==> config.mk <==
export PLATFORM = sky130hd
export DESIGN_NAME = pslv_port
export DESIGN_NICKNAME = d
export VERILOG_FILES = /design/src/hw/pslv_fifo.v /design/src/hw/pslv_port.v
export VERILOG_INCLUDE_DIRS = /design/src /design/src/inc
export SDC_FILE = /design/constraint.sdc
export NUM_CORES = 1
export LEC_CHECK = 0
export ABC_AREA = 1
export BUFFER_PORTS_ARGS = -buffer_cell sky130_fd_sc_hd__buf_4
export CORE_MARGIN = 3
export CORE_UTILIZATION = 60
export CTS_BUF_LIST = sky130_fd_sc_hd__clkbuf_2 sky130_fd_sc_hd__clkbuf_4 sky130_fd_sc_hd__clkbuf_8
export CTS_CLUSTER_SIZE = 24
export DETAILED_ROUTE_END_ITERATION = 8
export GPL_ROUTABILITY_DRIVEN = 0
export PLACE_DENSITY = 0.8
export SLEW_MARGIN = 10
export SYNTH_ARGS = -nofsm -noshare
export SYNTH_HDL_FRONTEND = slang
export SYNTH_SLANG_ARGS = --single-unit
==> constraint.sdc <==
create_clock -name sys_clk -period 3 [get_ports sys_clk]
set_input_delay 0.45 -clock sys_clk [delete_from_list [all_inputs] [get_ports sys_clk]]
set_output_delay 0.45 -clock sys_clk [all_outputs]
set_load 0.03 [all_outputs]
==> src/inc/pslv_consts.vh <==
// Constants for the parallel slave port block
`ifndef PSLV_CONSTS_VH
`define PSLV_CONSTS_VH

// =============================================
// Data path
`define PSLV_DATA_W 8
`define PSLV_FIFO_DEPTH 8
`define PSLV_FIFO_AW 3
`define PSLV_SYNC_STAGES 3

// =============================================
// Quarter phases of the instruction cycle
`define PSLV_PHASE_Q1 2'h0
`define PSLV_PHASE_Q2 2'h1
`define PSLV_PHASE_Q3 2'h2
`define PSLV_PHASE_Q4 2'h3

// =============================================
// Bus cycle states
`define PSLV_BUS_IDLE 2'h0
`define PSLV_BUS_WRITE 2'h1
`define PSLV_BUS_READ 2'h2

// =============================================
// Completion timer states
`define PSLV_DONE_IDLE 2'h0
`define PSLV_DONE_WAIT_Q2 2'h1
`define PSLV_DONE_WAIT_Q4 2'h2

// =============================================
// Reset values
`define PSLV_RST_BYTE 8'h00
`define PSLV_RST_PHASE 2'h0
`define PSLV_RST_SYNC 3'h7

`endif

==> src/hw/pslv_fifo.v <==
// Parameterised valid/ready FIFO for firmware bytes bound for the output latch
`timescale 1ns/1ns
module pslv_fifo
#(
    parameter WIDTH = 8,
    parameter DEPTH = 8,
    parameter AW = 3
)
(
    input wire sys_clk,
    input wire reset_n,
    input wire in_valid,
    output wire in_ready,
    input wire [WIDTH-1:0] in_data,
    output wire out_valid,
    input wire out_ready,
    output wire [WIDTH-1:0] out_data
);

reg [WIDTH-1:0] mem [0:DEPTH-1];
reg [AW-1:0] wr_ptr;
reg [AW-1:0] rd_ptr;
reg [AW:0] count;
wire push;
wire pop;

assign in_ready = (count != DEPTH[AW:0]);
assign out_valid = (count != {(AW+1){1'b0}});
assign out_data = mem[rd_ptr];
assign push = in_valid && in_ready;
assign pop = out_valid && out_ready;

// =============================================
// Storage
always @(posedge sys_clk)
begin
    if (push)
    begin
        mem[wr_ptr] <= in_data;
    end
end

// =============================================
// Pointers and fill level
always @(posedge sys_clk or negedge reset_n)
begin
    if (!reset_n)
    begin
        wr_ptr <= {AW{1'b0}};
        rd_ptr <= {AW{1'b0}};
        count <= {(AW+1){1'b0}};
    end
    else
    begin
        if (push)
        begin
            wr_ptr <= (wr_ptr == DEPTH[AW-1:0] - 1'b1) ? {AW{1'b0}} : wr_ptr + 1'b1;
        end
        if (pop)
        begin
            rd_ptr <= (rd_ptr == DEPTH[AW-1:0] - 1'b1) ? {AW{1'b0}} : rd_ptr + 1'b1;
        end
        if (push && !pop)
        begin
            count <= count + 1'b1;
        end
        else if (pop && !push)
        begin
            count <= count - 1'b1;
        end
    end
end

endmodule

==> src/hw/pslv_port.v <==
// Parallel slave port: external processor bus to firmware latches and flags
// Functional notes
// - Mode bit turns data port into slave port
// - External side needs no clock of its own
// - Mode bit makes three pins strobes, select
// - Separate input and output latches, one address
// - Port D direction ignored; strobes steer data
// - Select and write low start capture
// - Write end sets input full at Q4
// - Same Q4 also sets port interrupt flag
// - Firmware read or mode off clears input full
// - Write while input full sets overflow
// - Select and read low clear output full
// - Read end sets interrupt flag at Q4
// - Output full stays low until the read ends and the FIFO holds a byte
// - Mode off clears full flags, keeps overflow
// - Interrupt flag latched; request gated by enable
`timescale 1ns/1ns
`include "pslv_consts.vh"
module pslv_port
(
    input wire sys_clk,
    input wire reset_n,
    input wire slave_mode_enable_bit,
    input wire [7:0] port_d_direction_reg,
    input wire read_strobe_pin_n,
    input wire write_strobe_pin_n,
    input wire select_pin_n,
    input wire [7:0] data_pin_in,
    output reg [7:0] data_pin_out,
    output reg data_pin_oe,
    input wire fw_write_valid,
    output reg fw_write_ready,
    input wire [7:0] fw_write_data,
    input wire fw_read,
    output reg [7:0] fw_read_data,
    output reg input_full_flag,
    output reg output_full_flag,
    output reg input_overflow_flag,
    input wire fw_overflow_clear,
    output reg port_irq_flag,
    input wire fw_irq_clear,
    input wire port_irq_enable,
    output reg irq_request
);

// =============================================
// Declarations
reg [1:0] phase;
reg [2:0] strobe_s1;
reg [2:0] strobe_s2;
reg [2:0] strobe_s3;
reg [2:0] strobe_level;
reg [7:0] data_s1;
reg [7:0] data_s2;
reg [7:0] data_s3;
reg [7:0] data_s4;
reg [1:0] bus_state;
reg [1:0] next_bus_state;
reg [1:0] done_state;
reg [1:0] next_done_state;
reg done_is_write;
reg [7:0] output_latch;
wire [2:0] strobe_raw;
wire rd_low;
wire wr_low;
wire cs_low;
wire write_start;
wire write_end;
wire read_start;
wire read_end;
wire done_fire;
wire fifo_in_ready;
wire fifo_out_valid;
wire fifo_out_ready;
wire [7:0] fifo_out_data;
wire latch_load;

// Pin order inside the strobe vectors: read, write, select
assign strobe_raw = {select_pin_n, write_strobe_pin_n, read_strobe_pin_n};

// Active-low decode of one filtered strobe level
function pslv_low;
    input [2:0] lv;
    input integer idx;
    begin
        pslv_low = ~lv[idx];
    end
endfunction

assign rd_low = pslv_low(strobe_level, 0);
assign wr_low = pslv_low(strobe_level, 1);
assign cs_low = pslv_low(strobe_level, 2);

// =============================================
// Quarter-phase generator
// One sys_clk edge per phase; four edges form one instruction cycle
always @(posedge sys_clk or negedge reset_n)
begin
    if (!reset_n)
        phase <= `PSLV_RST_PHASE;
    else
        phase <= phase + 2'h1;
end

// =============================================
// Strobe synchronisers
// Asynchronous pins, no external clock; first stage feeds only the second
genvar gi;
generate
    for (gi = 0; gi < 3; gi = gi + 1)
    begin : g_sync
        always @(posedge sys_clk or negedge reset_n)
        begin
            if (!reset_n)
            begin
                strobe_s1[gi] <= 1'b1;
                strobe_s2[gi] <= 1'b1;
                strobe_s3[gi] <= 1'b1;
                strobe_level[gi] <= 1'b1;
            end
            else
            begin
                strobe_s1[gi] <= strobe_raw[gi];
                strobe_s2[gi] <= strobe_s1[gi];
                strobe_s3[gi] <= strobe_s2[gi];
                if (strobe_s2[gi] == strobe_s3[gi])
                begin
                    strobe_level[gi] <= strobe_s3[gi];
                end
            end
        end
    end
endgenerate

// =============================================
// Data pin synchroniser
// Last stage matches the strobe agreement delay, so a byte lines up with its strobes
always @(posedge sys_clk or negedge reset_n)
begin
    if (!reset_n)
    begin
        data_s1 <= `PSLV_RST_BYTE;
        data_s2 <= `PSLV_RST_BYTE;
        data_s3 <= `PSLV_RST_BYTE;
        data_s4 <= `PSLV_RST_BYTE;
    end
    else
    begin
        data_s1 <= data_pin_in;
        data_s2 <= data_s1;
        data_s3 <= data_s2;
        data_s4 <= data_s3;
    end
end

// =============================================
// External bus cycle tracking
assign write_start = slave_mode_enable_bit && (bus_state == `PSLV_BUS_IDLE)
    && cs_low && wr_low;
assign read_start = slave_mode_enable_bit && (bus_state == `PSLV_BUS_IDLE)
    && cs_low && rd_low && !wr_low;
assign write_end = (bus_state == `PSLV_BUS_WRITE) && !(cs_low && wr_low);
assign read_end = (bus_state == `PSLV_BUS_READ) && !(cs_low && rd_low);

always @*
begin
    next_bus_state = bus_state;
    case (bus_state)
        `PSLV_BUS_IDLE:
            if (write_start)
                next_bus_state = `PSLV_BUS_WRITE;
            else if (read_start)
                next_bus_state = `PSLV_BUS_READ;
        `PSLV_BUS_WRITE:
            if (write_end || !slave_mode_enable_bit)
                next_bus_state = `PSLV_BUS_IDLE;
        `PSLV_BUS_READ:
            if (read_end || !slave_mode_enable_bit)
                next_bus_state = `PSLV_BUS_IDLE;
        default:
            next_bus_state = `PSLV_BUS_IDLE;
    endcase
end

always @(posedge sys_clk or negedge reset_n)
begin
    if (!reset_n)
        bus_state <= `PSLV_BUS_IDLE;
    else
        bus_state <= next_bus_state;
end

// =============================================
// Completion timer: Q4 that follows the next Q2
// A new cycle may start while this runs; a second end before Q4 merges
assign done_fire = (done_state == `PSLV_DONE_WAIT_Q4) && (phase == `PSLV_PHASE_Q4);

always @*
begin
    next_done_state = done_state;
    case (done_state)
        `PSLV_DONE_IDLE:
            if ((write_end || read_end) && slave_mode_enable_bit)
                next_done_state = `PSLV_DONE_WAIT_Q2;
        `PSLV_DONE_WAIT_Q2:
            if (phase == `PSLV_PHASE_Q2)
                next_done_state = `PSLV_DONE_WAIT_Q4;
        `PSLV_DONE_WAIT_Q4:
            if (phase == `PSLV_PHASE_Q4)
                next_done_state = `PSLV_DONE_IDLE;
        default:
            next_done_state = `PSLV_DONE_IDLE;
    endcase
end

always @(posedge sys_clk or negedge reset_n)
begin
    if (!reset_n)
    begin
        done_state <= `PSLV_DONE_IDLE;
        done_is_write <= 1'b0;
    end
    else
    begin
        done_state <= next_done_state;
        if (done_state == `PSLV_DONE_IDLE && (write_end || read_end))
            done_is_write <= write_end;
    end
end

// =============================================
// Input latch and its flags
// On overflow the unread byte is kept; the new byte is dropped
always @(posedge sys_clk or negedge reset_n)
begin
    if (!reset_n)
    begin
        fw_read_data <= `PSLV_RST_BYTE;
        input_full_flag <= 1'b0;
        input_overflow_flag <= 1'b0;
    end
    else
    begin
        if (bus_state == `PSLV_BUS_WRITE && !write_end && !input_full_flag)
            fw_read_data <= data_s4;
        else if (write_start && !input_full_flag)
            fw_read_data <= data_s4;
        if (!slave_mode_enable_bit)
            input_full_flag <= 1'b0;
        else if (done_fire && done_is_write)
            input_full_flag <= 1'b1;
        else if (fw_read)
            input_full_flag <= 1'b0;
        if (write_start && input_full_flag)
            input_overflow_flag <= 1'b1;
        else if (fw_overflow_clear)
            input_overflow_flag <= 1'b0;
    end
end

// =============================================
// Output latch fed from the firmware FIFO
// Latch reloads only when empty and no read is under way, so a read never sees it change
assign latch_load = fifo_out_valid && fifo_out_ready;
assign fifo_out_ready = (!output_full_flag || !slave_mode_enable_bit)
    && (bus_state != `PSLV_BUS_READ) && !read_start;

pslv_fifo
#(
    .WIDTH(`PSLV_DATA_W),
    .DEPTH(`PSLV_FIFO_DEPTH),
    .AW(`PSLV_FIFO_AW)
)
u_out_fifo
(
    .sys_clk(sys_clk),
    .reset_n(reset_n),
    .in_valid(fw_write_valid),
    .in_ready(fifo_in_ready),
    .in_data(fw_write_data),
    .out_valid(fifo_out_valid),
    .out_ready(fifo_out_ready),
    .out_data(fifo_out_data)
);

always @(posedge sys_clk or negedge reset_n)
begin
    if (!reset_n)
    begin
        output_latch <= `PSLV_RST_BYTE;
        output_full_flag <= 1'b0;
        fw_write_ready <= 1'b0;
    end
    else
    begin
        fw_write_ready <= fifo_in_ready;
        if (latch_load)
        begin
            output_latch <= fifo_out_data;
        end
        if (!slave_mode_enable_bit)
        begin
            output_full_flag <= 1'b0;
        end
        else if (read_start)
        begin
            output_full_flag <= 1'b0;
        end
        else if (latch_load)
        begin
            output_full_flag <= 1'b1;
        end
    end
end

// =============================================
// Data pin drive
// Port D direction plays no part while the slave port owns the pins
always @(posedge sys_clk or negedge reset_n)
begin
    if (!reset_n)
    begin
        data_pin_out <= `PSLV_RST_BYTE;
        data_pin_oe <= 1'b0;
    end
    else
    begin
        data_pin_out <= output_latch;
        if (slave_mode_enable_bit)
        begin
            data_pin_oe <= cs_low && rd_low && !wr_low;
        end
        else
        begin
            data_pin_oe <= (port_d_direction_reg == 8'h00);
        end
    end
end

// =============================================
// Interrupt flag and request
always @(posedge sys_clk or negedge reset_n)
begin
    if (!reset_n)
    begin
        port_irq_flag <= 1'b0;
        irq_request <= 1'b0;
    end
    else
    begin
        if (done_fire)
            port_irq_flag <= 1'b1;
        else if (fw_irq_clear)
            port_irq_flag <= 1'b0;
        irq_request <= (port_irq_flag || done_fire) && port_irq_enable;
    end
end

endmodule

# [Word level (Yosys, flattened, before mapping)]
# Memory sizes are Yosys's and may differ from the RTL's. A register that Yosys moved wholly into a read port is not among the register bits.
# Cells that the tools add are included.
[totals] regBits=84 mem_bits_rw=64 n_memories=1 output_inout_bits=23
[op_classes] eq_ne=21 add_sub_neg=5 muxes=28 bitwise_logic=3 n_reduce_logical=50
[mem_list] name="u_out_fifo.mem" words=8 width=8 rd=1 rd_clocked_by_memory_dff=1 write_ports=1 line="pslv_fifo.v:20" text="reg [WIDTH-1:0] mem [0:DEPTH-1];"
[op_table] cell="logical AND 1 bit" n=25
[op_table] cell="2-to-1 mux 8 bit" n=2
[op_table] cell="2-to-1 mux 2 bit" n=7
[op_table] cell="2-to-1 mux 1 bit" n=13
[op_table] cell="case mux 2 bit (3 select lines)" n=2
[op_table] cell="logical NOT 1 bit" n=10
[op_table] cell="logical NOT 8 bit" n=1
[op_table] cell="2-to-1 mux 4 bit" n=2
[op_table] cell="nonzero test 2 bit" n=4
[op_table] cell="adder 3 x 1 -> 3 bit, second input constant" n=2
[op_table] cell="== test 2 x 1 -> 1 bit, second input constant" n=3
[op_table] cell="== test 2 bit, second input constant" n=3
[op_table] cell="== test 3 bit, second input constant" n=2
[op_table] cell="2-to-1 mux 3 bit" n=2
[op_table] cell="!= test 2 x 1 -> 1 bit, second input constant" n=3
[op_table] cell="!= test 2 bit, second input constant" n=3
[op_table] cell="!= test 3 x 1 -> 1 bit, second input constant" n=2
[op_table] cell="AND reduction 3 bit" n=2
[op_table] cell="logical OR 1 bit" n=5
[op_table] cell="adder 4 x 1 -> 4 bit, second input constant" n=1
[op_table] cell="logical NOT 2 bit" n=2
[op_table] cell="!= test 4 bit, second input constant" n=1
[op_table] cell="nonzero test 4 bit" n=1
[op_table] cell="subtractor 4 x 1 -> 4 bit, second input constant" n=1
[op_table] cell="other kinds (4)" n=8

# [Logic depth before layout (Yosys ltp)]
[logic_depth] ltp_word=11 depth_mapped=14 depth_no_buf=13

# [Hierarchy]
# A second synthesis with hierarchy kept.
[unflattened] hier_cells=496 hier_area_um2=5975.7
[by_module_without_submodules] module="pslv_fifo" instances=1 area_each_um2=3291.9 cells_each=301
[by_module_without_submodules] module="pslv_port" instances=1 area_each_um2=2683.8 cells_each=195

# [Worst setup path before layout]
# OpenSTA, ideal clock, no wires.
[synth_path] kind="reg-to-reg" startpoint="register strobe_level[2]" endpoint="register u_out_fifo.count[3]" arrival_ps=2000 synth_period_minus_slack_ps=2117 path_buffers=1 setup_ps=116 setup_slack_ps=883 stages_incl_launch_ff=15 t_required_ps=2884 cell_sequence="dfstp_2 inv_1 nand2_1 inv_2 nand4_1 nand3_2 buf_6 ha_1 inv_1 ha_1 a21oi_1 nand2_1 xor2_1 nand2_1 nand2_1"
[synth_between] elab_chain_len=10 elab_cells_between_ends=12 cone_classes="mux (1); bitwise (1); reduce/logical (10)"
[synth_rtl] item="start: declaration" line="pslv_port.v:53" text="reg [2:0] strobe_level;"
[synth_rtl] item="start signal: indexed assignment" line="pslv_port.v:129" text="strobe_level[gi] <= strobe_s3[gi];"
[synth_rtl] item="inverter 1 bit *" line="pslv_port.v:87" text="pslv_low = ~lv[idx];"
[synth_rtl] item="logical AND 1 bit * (3 in series)" line="pslv_port.v:161" text="assign read_start = slave_mode_enable_bit && (bus_state == `PSLV_BUS_IDLE)"
[synth_rtl] item="logical NOT 1 bit *" line="pslv_port.v:267" text="&& (bus_state != `PSLV_BUS_READ) && !read_start;"
[synth_rtl] item="logical AND 1 bit *" line="pslv_port.v:266" text="assign fifo_out_ready = (!output_full_flag || !slave_mode_enable_bit)"
[synth_rtl] item="logical AND 1 bit *" line="pslv_fifo.v:31" text="assign pop = out_valid && out_ready;"
[synth_rtl] item="logical NOT 1 bit" line="pslv_fifo.v:63" text="if (push && !pop)"
[synth_rtl] item="logical AND 1 bit" line="pslv_fifo.v:63"
[synth_rtl] item="2-to-1 mux 4 bit / nonzero test 2 bit (equally long branches)"
[synth_rtl] item="end signal: assignment" line="pslv_fifo.v:51" text="count <= {(AW+1){1'b0}};"
[synth_rtl] item="end signal: assignment" line="pslv_fifo.v:65" text="count <= count + 1'b1;"
[synth_rtl] item="end signal: assignment" line="pslv_fifo.v:69" text="count <= count - 1'b1;"
[synth_rtl] item="end: declaration" line="pslv_fifo.v:23" text="reg [AW:0] count;"
# Mark *: on every way between the ends. The rest lies on a longest branch, timed or not.
# A chain may end at the register's enable or synchronous reset.

# [Worst setup path in the final report]
# Same ends and word-level chain as after synthesis.

==> run summary <==
### Power and ir drop
* 572.4 uV — highest ir drop seen on vdd
* 4.048 mW — internal power
* 916.7 nW/um^2 — power density over the cells
* 0.455 — sequential share of power
* 0.291 — Comb power frac
* 3.367 nW — standby leakage power
* 6.403 mW — overall power
* 0.3679 — switching power as a share of total power
* 0.255 — portion of total power attributed to the clock network
* 2.356 mW — net switching power

### Floorplanning
* 106.6 um — Chip Width
* 11,370 sq um — area of the die
* 36 — Std-Cell Rows
* 58 — io pins
* 9819 sq um — core region area
* 0.6185 — initial core utilization
* 106.6 um — die outline height

### Global routing
* 0.05599 — met3 capacity usage during global routing
* met2 — Most Crowded Layer GR
* 0 — Remaining Overflow, GRT
* 3,834 — via count of the first global-routing pass
* 0.2160 — total routing usage reported by global routing
* 93 — pin count of the biggest net entering global routing
* 0.3772 — met2 track demand over resource in global routing
* 0 — number of antenna violations at the first check in global routing
* 0.2689 — met1 track utilization from global routing
* 18,450 um — wire length of the first global-routing pass

### Finish
* 0.1797 — share of cells above drive strength 1
* 0 — final antenna diode count
* 693 — fill cell instance count of the final layout
* 661 — nets
* 15.02% — synthesis-to-layout area growth
* 180 x nand2_1, 84 x inv_1, 80 x dfrtp_1 — commonest non-fill, non-tap cells in the layout
* nand2_1 — most common cell after layout, fill and taps aside
* 6985 sq um — final cell area excluding filler cells
* 762 — fin cells

### Drt
* 295 — Detailed Route Iter0 Violations
* 5 — Pre-Repair DR Iteration Count
* 4.986 — routed vias/inst
* 3,799 — vias post-DR
* 11,200 um — final routed wirelength across all metal layers
* 14.69 um — wire length per cell after detailed routing
* 0 — Post-route DRC
* 0 — number of nets still failing antenna checks after routing

### Synth
* 64 — number of enable-type register cells in the synthesized netlist
* 10.94 sq um — Avg Synthesized Cell Area
* 0 — Yosys warning total
* 0.5897 — share of synthesized registers carrying an async set or reset
* 6073 sq um — mapped cell area
* 156 — count of state elements after synthesis
* 555 — post-synthesis instance total
* 37 — unique cell type count in the Yosys netlist
* 600 — Net Count, Synth
* dfrtp_1 — most frequently used flop master after synthesis
* 0.6980 — proportion of synthesized chip area in sequential cells

### Clock tree
* 4 — maximum level of the CTS H-tree
* 0 — number of instances resized during post-cts repair
* done — CTS tree
* 156 — clock sink total
* 2 — maximum number of buffers from clock root to sink
* 0.09 ns — clock-pin slew on the worst setup and hold paths
* 0 — post-CTS setup buffers
* clkbuf_8 — Clock Root Buffer
* 17 — clock buffer count from CTS
* 0 — Post-CTS Hold Fix Bufs
* 0.44 ns — clk_lat worst skew

### Worst setup path
* 13 — Worst Reg-to-Reg Cells
* 3 — combined buffer and inverter count along the critical path
* flip-flop to flip-flop — Crit Path Class
* simple AND/OR/NAND/NOR gates — kind of cell adding the most delay to the critical path
* inv_1, nand2_1, inv_2, nand4_1, nand3_2, ha_1, inv_1, ha_1, a21oi_1, nand2_1, xor2_1, nand2_1, nand2_1 — ordered list of cells on the worst path
* 13 — count of cell instances traversed by the critical path
* 0.55 ns — slowest stage delay, CP
* dfstp_2 — cell with the biggest individual delay on the critical path
* nand2_1 — most repeated library cell on the critical path
* flip-flop — startpoint class of the critical path
* 3.34 ns — WP data required
* 12 — critical path peak fanout
* 2.74 ns — WP data arrival
* flip-flop — type of element capturing the critical path

### Timing
* 0.7997 — Period Utilization, post-route
* 0 — setup violation total in the final timing report
* 0.2900 — max-slew headroom at the worst pin
* 1.065 ns — slew at the pin with the worst max-slew slack
* 2.399 ns — fin crit period
* 0 — number of hold-slack violations in the final timing report
* 416.8 MHz — Achievable Freq
* 0 — Slew Limit Fails
* 0.01129 ns — largest clock skew in the final design
* 0.6008 ns — PnR worst setup slack
* 0 ns — post-route setup TNS
* false — unrepaired setup endpoints after global routing

### Hold path
* primary input to flip-flop — path class of the lowest-slack min-delay path
* 1 — Hold Crit Depth

### Place
* 6554 sq um — placed instance area
* 57 — buffers added on ports
* 0.6098 ns — Setup WS pre-CTS
* 7745 um — Final HPWL DP
* 730 — number of instances in the placed design

### Job
* 0 — max capacitance violation total

### Outcome
* finished clean — result of the run

power by group through the flow:
stage	clock network [mW]	registers [mW]	logic, mW
2_1_floorplan	0	3.03	1.24
5_1_grt	1.78	2.96	2.11
6_report	1.63	2.91	1.86
4_1_cts	1.66	2.91	1.87
3_5_place_dp	0	2.95	1.85
3_3_place_gp	0	2.92	1.76
state kept, by name, summed over array words and instances, names as in the netlist, 2 cells and up:
signal             flops
data_s1                8
strobe_s2              3
data_s3                8
fw_read_data           8
output_latch           8
u_out_fifo.wr_ptr      3
u_out_fifo.count       4
data_pin_out           8
phase                  2
u_out_fifo.rd_ptr      3
bus_state              2
done_state             2
data_s4                8
u_out_fifo.mem        64
data_s2                8
strobe_s1              3
strobe_level           3
strobe_s3              3
Yosys cell counts, drive strengths merged, types with 2 or more instances:
| library cell | count | area, sq um |
|---|---|---|
| a21oi | 2 | 13.76 |
| buf | 14 | 113.9 |
| clkbuf | 2 | 7.510 |
| dfrtp | 80 | 2002 |
| dfstp | 12 | 315.3 |
| edfxtp | 64 | 1922 |
| ha | 9 | 112.6 |
| inv | 87 | 329.1 |
| maj3 | 3 | 30.03 |
| nand2 | 184 | 705.7 |
| nand3 | 52 | 265.3 |
| nor2 | 22 | 85.09 |
| o21ai | 8 | 40.03 |
| xnor2 | 3 | 26.28 |
kinds of logic (layout without fill, tap and decap cells):
| family | count (synthesis) | in the layout | synth area share |
|---|---|---|---|
| and+or+nand+nor | 264 | 264 | 0.1805 |
| DFF | 156 | 156 | 0.6980 |
| buffers and inverters | 103 | 177 | 0.07417 |
| AOI/OAI and AO/OA | 15 | 15 | 0.01483 |
| adders and majority gates | 13 | 13 | 0.02678 |
| xor gates and xnor gates | 4 | 4 | 0.005769 |
worst reg2reg max path, cell delays in order, from the launching register on:
cell and delay, ns:
dfstp_2 0.55, inv_1 0.05, nand2_1 0.08, inv_2 0.05, nand4_1 0.13, nand3_2 0.24
ha_1 0.32, inv_1 0.12, ha_1 0.28, a21oi_1 0.13, nand2_1 0.08, xor2_1 0.15
nand2_1 0.08, nand2_1 0.05
through the flow:
| stage | hold slack (ns) | utilization |
|---|---|---|
| 2_1_floorplan | 0.1544 | - |
| 3_3_place_gp | 0.3323 | 0.6674 |
| 3_5_place_dp | 0.3347 | 0.6674 |
| 4_1_cts | 0.08965 | 0.7114 |
| 5_1_grt | 0.07356 | 0.7114 |
| 6_report | 0.1164 | 0.7114 |
worst paths after layout:
path	from	endpoint	slack (ns)
setup / recovery	strobe_level[2]$_DFFE_PN1N_	u_out_fifo.count[3]$_DFFE_PN0P_	0.60
hold / removal	select_pin_n	strobe_s1[2]$_DFF_PN1_	0.12
setup reg to reg	strobe_level[2]$_DFFE_PN1N_	u_out_fifo.count[3]$_DFFE_PN0P_	0.60
hold reg to reg	data_s3[1]$_DFF_PN0_	data_s4[1]$_DFF_PN0_	0.34
max in group asynchronous	reset_n	data_s1[1]$_DFF_PN0_	2.12
min in group asynchronous	reset_n	phase[0]$_DFF_PN0_	0.18
metal layers:
metal,routed length (um),part of all wire
met4,121,0.011
met1,4518,0.40
met3,725,0.065
met5,0,0
met2,5830,0.52
cell type report:
cell class,count,area (sq um),share of cell area
sequential,156,4239,0.6068
multi-input combinational,296,1384,0.1981
timing repair buffer,58,435.4,0.06233
inverter,87,329.1,0.04711
clock buffer,17,234.0,0.03349
clock inverter,15,197.7,0.02830
tap,133,166.4,0.02382
Power figures use the tool's default switching activity.
